`src/verilog/spio_pkg.sv`:
```
/*
 * Package for the shared parallel I/O port: register offsets, widths,
 * reset values and the implemented-bit mask.
 * Assumes an AXI4-Lite slave with 32-bit data, one register per word.
 */
`default_nettype none
package spio_pkg;
   localparam int PIN_W = 16;
   localparam int ADDR_W = 8;
   localparam logic [ADDR_W-1:0] OFS_DIR = 8'h00;
   localparam logic [ADDR_W-1:0] OFS_LAT = 8'h04;
   localparam logic [ADDR_W-1:0] OFS_LVL = 8'h08;
   localparam logic [ADDR_W-1:0] OFS_ANA = 8'h0c;
   // Bits present on this port; absent bits are held at zero
   localparam logic [PIN_W-1:0] IMPL_MASK = 16'hffff;
   localparam logic [PIN_W-1:0] DIR_RST = 16'hffff;
   localparam logic [PIN_W-1:0] LAT_RST = 16'h0000;
   localparam logic [PIN_W-1:0] ANA_RST = 16'h0000;
   localparam logic [1:0] RESP_OKAY = 2'b00;
   localparam logic [1:0] RESP_SLVERR = 2'b10;
endpackage
`default_nettype wire

```
`src/verilog/spio_port.sv`:
```
/*
 * Shared parallel I/O port: direction, output latch, registered pin
 * sampler and analog pin configuration, with peripheral override muxes.
 * Assumes pads resolve the wire from pad_oe_o; inputs synchronous to mclk_i.
 */
`default_nettype none

// What this block does
// - Active peripheral disables port driver, pin readable
// - Idle enabled peripheral leaves pin to port
// - Direction bit 1 input, 0 output
// - Reset makes every pin an input
// - Latch reads latch, writes only latch
// - Level reads pins, writes go to latch
// - Unimplemented bits disabled and read zero
// - Output and enable muxes favour peripheral
// - Input-only shared pin acts as dedicated
// - Analog pins read low in level register
// - Analog select needs analog bit and input
module spio_port (
   input wire logic mclk_i,
   input wire logic rst_i,
   input wire logic [spio_pkg::ADDR_W-1:0] s_axi_awaddr_i,
   input wire logic s_axi_awvalid_i,
   output logic s_axi_awready_o,
   input wire logic [31:0] s_axi_wdata_i,
   input wire logic [3:0] s_axi_wstrb_i,
   input wire logic s_axi_wvalid_i,
   output logic s_axi_wready_o,
   output logic [1:0] s_axi_bresp_o,
   output logic s_axi_bvalid_o,
   input wire logic s_axi_bready_i,
   input wire logic [spio_pkg::ADDR_W-1:0] s_axi_araddr_i,
   input wire logic s_axi_arvalid_i,
   output logic s_axi_arready_o,
   output logic [31:0] s_axi_rdata_o,
   output logic [1:0] s_axi_rresp_o,
   output logic s_axi_rvalid_o,
   input wire logic s_axi_rready_i,
   input wire logic [spio_pkg::PIN_W-1:0] pad_in_i,
   output logic [spio_pkg::PIN_W-1:0] pad_out_o,
   output logic [spio_pkg::PIN_W-1:0] pad_oe_o,
   input wire logic [spio_pkg::PIN_W-1:0] periph_drive_i,
   input wire logic [spio_pkg::PIN_W-1:0] periph_out_i,
   output logic [spio_pkg::PIN_W-1:0] analog_input_pins_o
);
   localparam int W = spio_pkg::PIN_W;

   logic [W-1:0] pin_direction_reg_q;
   logic [W-1:0] output_latch_reg_q;
   logic [W-1:0] analog_pin_config_reg_q;
   logic [W-1:0] pin_sample_q;
   logic [W-1:0] pin_level_reg;
   logic [W-1:0] analog_sel;
   logic [W-1:0] wr_val;
   logic [spio_pkg::ADDR_W-1:0] awaddr_q;
   logic [31:0] wdata_q;
   logic [3:0] wstrb_q;
   logic aw_have_q;
   logic w_have_q;
   logic wr_fire;
   logic [spio_pkg::ADDR_W-1:0] wr_addr;
   logic [31:0] wr_data;
   logic [3:0] wr_strb;

   // ****************************************************************
   // Pad muxes
   // ****************************************************************
   // Input-only functions never assert periph_drive_i, so such
   // pins behave as dedicated port pins.
   genvar g;
   generate
      for (g = 0; g < W; g++) begin : g_pin
         always_comb begin
            if (!spio_pkg::IMPL_MASK[g]) begin
               pad_out_o[g] = 1'b0;
               pad_oe_o[g] = 1'b0;
            end else if (periph_drive_i[g]) begin
               pad_out_o[g] = periph_out_i[g];
               pad_oe_o[g] = 1'b1;
            end else begin
               pad_out_o[g] = output_latch_reg_q[g];
               pad_oe_o[g] = ~pin_direction_reg_q[g];
            end
         end
      end
   endgenerate

   // Only input-direction pins feed the converter
   assign analog_sel = analog_pin_config_reg_q & pin_direction_reg_q
                       & spio_pkg::IMPL_MASK;
   assign analog_input_pins_o = analog_sel;

   // ****************************************************************
   // Pin sampler
   // ****************************************************************
   // One-cycle lag here is why software needs a gap before reading
   always_ff @(posedge mclk_i) begin
      if (rst_i) begin
         pin_sample_q <= '0;
      end else begin
         pin_sample_q <= pad_in_i & spio_pkg::IMPL_MASK;
      end
   end
   assign pin_level_reg = pin_sample_q & ~analog_sel;

   // ****************************************************************
   // AXI4-Lite write path
   // ****************************************************************
   assign s_axi_awready_o = ~aw_have_q & ~s_axi_bvalid_o;
   assign s_axi_wready_o = ~w_have_q & ~s_axi_bvalid_o;
   assign wr_addr = aw_have_q ? awaddr_q : s_axi_awaddr_i;
   assign wr_data = w_have_q ? wdata_q : s_axi_wdata_i;
   assign wr_strb = w_have_q ? wstrb_q : s_axi_wstrb_i;
   assign wr_fire = (aw_have_q | (s_axi_awvalid_i & s_axi_awready_o))
                    & (w_have_q | (s_axi_wvalid_i & s_axi_wready_o));

   always_ff @(posedge mclk_i) begin
      if (rst_i) begin
         aw_have_q <= 1'b0;
         w_have_q <= 1'b0;
         awaddr_q <= '0;
         wdata_q <= '0;
         wstrb_q <= '0;
      end else if (wr_fire) begin
         aw_have_q <= 1'b0;
         w_have_q <= 1'b0;
      end else begin
         if (s_axi_awvalid_i && s_axi_awready_o) begin
            aw_have_q <= 1'b1;
            awaddr_q <= s_axi_awaddr_i;
         end
         if (s_axi_wvalid_i && s_axi_wready_o) begin
            w_have_q <= 1'b1;
            wdata_q <= s_axi_wdata_i;
            wstrb_q <= s_axi_wstrb_i;
         end
      end
   end

   always_ff @(posedge mclk_i) begin
      if (rst_i) begin
         s_axi_bvalid_o <= 1'b0;
         s_axi_bresp_o <= spio_pkg::RESP_OKAY;
      end else if (wr_fire) begin
         s_axi_bvalid_o <= 1'b1;
         unique case (wr_addr)
            spio_pkg::OFS_DIR, spio_pkg::OFS_LAT,
            spio_pkg::OFS_LVL, spio_pkg::OFS_ANA:
               s_axi_bresp_o <= spio_pkg::RESP_OKAY;
            default: s_axi_bresp_o <= spio_pkg::RESP_SLVERR;
         endcase
      end else if (s_axi_bready_i) begin
         s_axi_bvalid_o <= 1'b0;
      end
   end

   // Byte strobes merged onto the 16-bit registers
   function automatic logic [W-1:0] merge(input logic [W-1:0] old);
      logic [W-1:0] r;
      r = old;
      if (wr_strb[0]) begin
         r[7:0] = wr_data[7:0];
      end
      if (wr_strb[1]) begin
         r[15:8] = wr_data[15:8];
      end
      return r & spio_pkg::IMPL_MASK;
   endfunction

   assign wr_val = merge(output_latch_reg_q);

   always_ff @(posedge mclk_i) begin
      if (rst_i) begin
         pin_direction_reg_q <= spio_pkg::DIR_RST
                                & spio_pkg::IMPL_MASK;
      end else if (wr_fire && wr_addr == spio_pkg::OFS_DIR) begin
         pin_direction_reg_q <= merge(pin_direction_reg_q);
      end
   end

   always_ff @(posedge mclk_i) begin
      if (rst_i) begin
         output_latch_reg_q <= spio_pkg::LAT_RST;
      end else if (wr_fire && (wr_addr == spio_pkg::OFS_LAT ||
                               wr_addr == spio_pkg::OFS_LVL)) begin
         output_latch_reg_q <= wr_val;
      end
   end

   always_ff @(posedge mclk_i) begin
      if (rst_i) begin
         analog_pin_config_reg_q <= spio_pkg::ANA_RST;
      end else if (wr_fire && wr_addr == spio_pkg::OFS_ANA) begin
         analog_pin_config_reg_q <= merge(analog_pin_config_reg_q);
      end
   end

   // ****************************************************************
   // AXI4-Lite read path
   // ****************************************************************
   assign s_axi_arready_o = ~s_axi_rvalid_o;

   always_ff @(posedge mclk_i) begin
      if (rst_i) begin
         s_axi_rvalid_o <= 1'b0;
         s_axi_rdata_o <= '0;
         s_axi_rresp_o <= spio_pkg::RESP_OKAY;
      end else if (s_axi_arvalid_i && s_axi_arready_o) begin
         s_axi_rvalid_o <= 1'b1;
         s_axi_rresp_o <= spio_pkg::RESP_OKAY;
         unique case (s_axi_araddr_i)
            spio_pkg::OFS_DIR:
               s_axi_rdata_o <= {16'h0000, pin_direction_reg_q};
            spio_pkg::OFS_LAT:
               s_axi_rdata_o <= {16'h0000, output_latch_reg_q};
            spio_pkg::OFS_LVL:
               s_axi_rdata_o <= {16'h0000, pin_level_reg};
            spio_pkg::OFS_ANA:
               s_axi_rdata_o <= {16'h0000, analog_pin_config_reg_q};
            default: begin
               s_axi_rdata_o <= 32'h0000_0000;
               s_axi_rresp_o <= spio_pkg::RESP_SLVERR;
            end
         endcase
      end else if (s_axi_rready_i) begin
         s_axi_rvalid_o <= 1'b0;
      end
   end

   // ****************************************************************
   // Per-pin pad checks
   // ****************************************************************
   // Bit checks above watch pins 0 and 1 only; these cover every pin of the port
   generate
      for (g = 0; g < W; g++) begin : g_chk

      end
   endgenerate
endmodule
`default_nettype wire

```
`config.mk`:
```
export PLATFORM = sky130hd
export DESIGN_NAME = spio_port
export DESIGN_NICKNAME = d
export VERILOG_FILES = /design/src/verilog/spio_pkg.sv /design/src/verilog/spio_port.sv
export SDC_FILE = /design/constraint.sdc
export NUM_CORES = 1
export LEC_CHECK = 0
export ABC_CLOCK_PERIOD_IN_PS = 2340
export BUFFER_PORTS_ARGS = -buffer_cell sky130_fd_sc_hd__buf_2
export CORE_ASPECT_RATIO = 0.8
export CORE_MARGIN = 2
export CORE_UTILIZATION = 36
export CTS_BUF_LIST = sky130_fd_sc_hd__clkbuf_8
export CTS_CLUSTER_SIZE = 12
export DETAILED_ROUTE_END_ITERATION = 8
export GPL_TIMING_DRIVEN = 0
export SLEW_MARGIN = 5
export SYNTH_ARGS = -nofsm -noshare
export SYNTH_HDL_FRONTEND = slang
export SYNTH_SLANG_ARGS = --single-unit
```
`constraint.sdc`:
```
create_clock -name mclk_i -period 2.34 [get_ports mclk_i]
set_input_delay 0.234 -clock mclk_i [delete_from_list [all_inputs] [get_ports mclk_i]]
set_output_delay 0.234 -clock mclk_i [all_outputs]
set_load 0.03 [all_outputs]
```
== Word level (Yosys, flattened, before mapping) ==
Cells that the tools add are included.

* Bitwise logic cells: 31
* Reduce and logical (&&, ||, !) cells: 22
* Mux-type cells: 42
* Eq/ne operators: 6

{| class="wikitable"
|+ Operators by type and width
! operator !! number
|-
| $pmux 16 s4 || 1
|-
| $mux 1 || 36
|-
| $and 16x16->16 || 2
|-
| $eq 8x4->1 const B || 4
|-
| $not 1->1 || 21
|-
| $eq 8x3->1 const B || 2
|-
| $logic_not 8->1 || 2
|-
| $mux 16 || 1
|-
| $not 16->16 || 1
|-
| $reduce_and 2->1 || 8
|-
| $mux 8 || 1
|-
| $reduce_or 4->1 || 2
|-
| $logic_and 1x1->1 || 6
|-
| $mux 2 || 3
|-
| $and 1x1->1 || 5
|-
| $reduce_bool 2->1 || 2
|-
| $or 1x1->1 || 2
|-
| $reduce_or 2->1 || 1
|-
| $logic_or 1x1->1 || 1
|}

* Flip-flop bits (word level): 130
* Output and inout port bits: 89
* Word-level logic and storage cells: 118

== Depth between registers and ports, before layout ==
* Depth in word-level cells: 7
* Gate-level depth with buffers: 8

== Least setup slack after synthesis ==
No wires, ideal clock.

* Kind: register to register
* From: reg awaddr_q[1] (netlist bit)
* To: reg analog_pin_config_reg_q[6]
* Data required time: 2261 ps
* Arrival time: 1708 ps
* Cell stages (with the launch flop): 7
* Path slack: 552 ps
* Setup time: 79 ps
* Buffers on the path: 1
* Period minus slack after synthesis: 1788 ps
* Path through: dfxtp_1 -> nor4_4 -> nand3_4 -> a2111oi_4 -> buf_6 -> nor2_1 -> a211oi_2

* Cells in the longest elaborated chain, start to end: 4

{| class="wikitable"
|+ Ends and longest elaborated chain
! element !! line !! text
|-
| start, declared || spio_port.sv:56 || <nowiki>logic [spio_pkg::ADDR_W-1:0] awaddr_q;</nowiki>
|-
| start signal, assigned || spio_port.sv:131 || <nowiki>awaddr_q <= s_axi_awaddr_i;</nowiki>
|-
| $mux 8 || spio_port.sv:112 || <nowiki>assign wr_addr = aw_have_q ? awaddr_q : s_axi_awaddr_i;</nowiki>
|-
| $eq 8x4->1 || spio_port.sv:194 || <nowiki>end else if (wr_fire && wr_addr == spio_pkg::OFS_ANA) begin</nowiki>
|-
| $logic_and 1x1->1 || spio_port.sv:194 ||
|-
| $reduce_and 2->1 (no source line) || n/a ||
|-
| end signal, assigned || spio_port.sv:193 || <nowiki>analog_pin_config_reg_q <= spio_pkg::ANA_RST;</nowiki>
|-
| end signal, assigned || spio_port.sv:195 || <nowiki>analog_pin_config_reg_q <= merge(analog_pin_config_reg_q);</nowiki>
|-
| end, declared || spio_port.sv:51 || <nowiki>logic [W-1:0] analog_pin_config_reg_q;</nowiki>
|}

No other way between the ends.
A chain may end at the register's enable or synchronous reset.

== Worst setup path in the final report ==
Same ends and word-level chain as after synthesis.

==> impl_metrics.tcl <==
set metrics [dict create \
    die_height_um 115 \
    fin_crit_ns 2.21 \
    core_mm2 0.0150 \
    drive_gt1_share_pct 30.8 \
    synth.distinct_cells 42 \
    drt_iter0_drc 255 \
    io_pins 196 \
    vias 4882 \
    irDropWorstVdd_mv 0.309 \
    place.gp.congestion 0.842 \
    hold_viol 0 \
    fin_worst_hold_slack_ns 0.0376 \
    ys_seq_elements 112 \
    drc 0 \
    areaGrowthSynthToFinish_pct 23.5 \
    final-setup-viol-count 0 \
    max_freq_mhz 453 \
    relSlewSlack_pct 45.7 \
    drt_first_pass_iters 6 \
    antennaDiodeCount 0 \
    top_layer_used "met4" \
    grt_pass1_vias 4653 \
    grt_max_degree 19 \
    cts_buffers 9 \
    cts.sinks 112 \
    rsz0062_at_grt "no" \
    mostFrequentLayoutCell "buf_2" \
    placed_cell_area_mm2 0.00658 \
    htree_levels 3 \
    vias_per_cell 5.00 \
    required_ns 2.66 \
    final_cells 977 \
    slew_violations 0 \
    avgSynthCellArea_um2 9.19 \
    tns_ns 0 \
    root_buffer "clkbuf_8" \
    detail-route-antenna-nets 0 \
    drv_cap 0 \
    yosysWarnings 0 \
    wl_met3_mm 1.08 \
    dp_cells 961 \
    status "finished, final reports clean" \
    clock_skew_ns 0.0105 \
    port_buffers 157 \
    nNetsFinal 890 \
    seq_area_frac_synth_pct 40.8 \
    die_w_um 142 \
    netlist_area_mm2 0.00550 \
    clk_pin_slew_ns 0.11 \
    layout_common_cells "buf_2 (163), dfxtp_1 (112), mux2i_1 (57)" \
    crit_path_end_kind "register" \
    synthCells 598 \
    track_usage_pct 19.7 \
    critPathKind "register to register" \
    clk_latency_ns 0.38 \
    met1_length_mm 7.23 \
    grt_overflow 0 \
    cp_max_fo 10 \
    max-clock-path-buffers 2 \
    die-area_mm2 0.0163 \
    antenna_found_initial 0 \
    n_fill_cell 1479 \
    fin_area_mm2 0.00679 \
    powerDensity_mw_per_mm2 588 \
    post_cts_buffers 0 \
    dpl.hpwl_mm 12.6 \
    p_leak_nw 3.13 \
    initial_utilization_pct 36.7 \
    crit_arrival_ns 2.52 \
    wl_mm 16.0 \
    rows 40 \
    cts_tree "built" \
    tightest_slew_ns 0.813 \
    grt_pass1_wl_mm 24.7 \
    period_share_pct 94.3 \
    startpoint_type "register" \
    hold_path.class "input pin to register" \
    post_drt_wl_per_cell_um 16.4 \
    wl_met2_mm 7.61 \
]
power by group:
| part | total [mW] | internal, mW | leakage [nW] | switching (mW) |
|---|---|---|---|---|
| Sequential | 2.01 | 1.97 | 0.912 | 0.0404 |
| Combinational | 0.796 | 0.297 | 2.12 | 0.499 |
| Clock | 1.19 | 0.498 | 0.0974 | 0.691 |
| Total | 3.99 | 2.76 | 3.13 | 1.23 |
final cells by class:
type / instances / area (um^2) / share of cell area (%)
Timing Repair Buffer: 157 / 786 / 11.6
Sequential cell: 112 / 2240 / 33.0
Tap cell: 189 / 236 / 3.48
Clock inverter: 7 / 71.3 / 1.05
Multi-Input combinational cell: 422 / 2870 / 42.3
Buffer: 55 / 358 / 5.27
Clock buffer: 9 / 124 / 1.82
Inverter: 26 / 97.6 / 1.44
layer usage:
layer / global-route usage (%) / vias to the layer above
met5: 0 / -
met4: 4.13 / 0
met3: 3.85 / 12
met2: 33.7 / 184
met1: 25.9 / 2280
li1: - / 2406
what timing repair did:
| item | 4_1_cts | 5_1_grt |
|---|---|---|
| gates resized for setup | 0 | 1 |
| endpoints found under the hold margin | 0 | 0 |
| endpoints found under the setup margin | 0 | 5 |
| hold buffers | 0 | 0 |
metrics by stage:
stage          setup WS, ns  util [%]  power (mW)
6_report              0.133      45.4        3.99
2_1_floorplan         0.552         -        2.59
5_1_grt              0.0149      45.4        4.17
3_3_place_gp         0.0231      44.0        2.83
4_1_cts              0.0974      45.3        4.02
3_5_place_dp        -0.0340      44.0        2.84
registers in the layout, indices dropped and copies added (netlist names):
| register | count |
|---|---|
| analog_pin_config_reg_q | 16 |
| output_latch_reg_q | 16 |
| pin_direction_reg_q | 16 |
| pin_sample_q | 16 |
| s_axi_rdata_o | 16 |
| wdata_q | 16 |
| awaddr_q | 8 |
| wstrb_q | 2 |
| aw_have_q | 1 |
| s_axi_bresp_o | 1 |
| s_axi_bvalid_o | 1 |
| s_axi_rresp_o | 1 |
| s_axi_rvalid_o | 1 |
| w_have_q | 1 |
critical path, stage by stage (launching register included):
cell,delay [ns]
dfxtp_1,0.35
nor4_4,0.37
nand3_4,0.18
a2111oi_4,0.75
buf_6,0.24
nor2_1,0.06
a211oi_2,0.18
synth_stat cells, drive strengths merged:
master	n	area (um^2)
buf	30	233
a211oi	54	438
a21oi	50	250
o22ai	1	6.26
dfxtp	112	2240
a31oi	1	6.26
o21ai	6	30.0
a21o	11	82.6
nand2b	34	213
o211ai	6	45.0
nor3	6	30.0
xor2	2	17.5
o2111ai	2	30.0
clkbuf	25	125
nor4	2	27.5
inv	26	97.6
a22oi	6	45.0
conb	1	3.75
nor2	44	165
and3	1	7.51
nand3	2	22.5
or4	1	7.51
and3b	2	17.5
mux2i	57	571
and2	13	81.3
nand2	46	175
a2111oi	2	55.1
o21bai	1	7.51
o32ai	1	8.76
nor2b	27	169
nand3b	2	15.0
mux2	24	270
final timing paths:
| check | from | end | slack, ns | depth (start not counted) |
|---|---|---|---|---|
| worst max-delay path | awaddr_q[1] | analog_pin_config_reg_q[6] | 0.13 | 6 |
| worst min-delay path | s_axi_rready_i | s_axi_rvalid_o | 0.04 | 2 |
| worst max register to register | awaddr_q[1] | analog_pin_config_reg_q[6] | 0.13 | 6 |
| worst min register to register | wstrb_q[1] | wstrb_q[1] | 0.46 | 2 |
cell families (layout without fill, tap and decap cells):
logic type	Yosys count	count (layout)	share of synthesized area, %
other	1	18	0.0682
xor gates and xnor gates	2	2	0.319
buffers and inverters	81	254	8.29
muxes	81	81	15.3
DFF	112	112	40.8
AOI/OAI and AO/OA	141	141	18.3
and+or+nand+nor	180	180	16.9
Power figures use the tool's default switching activity.
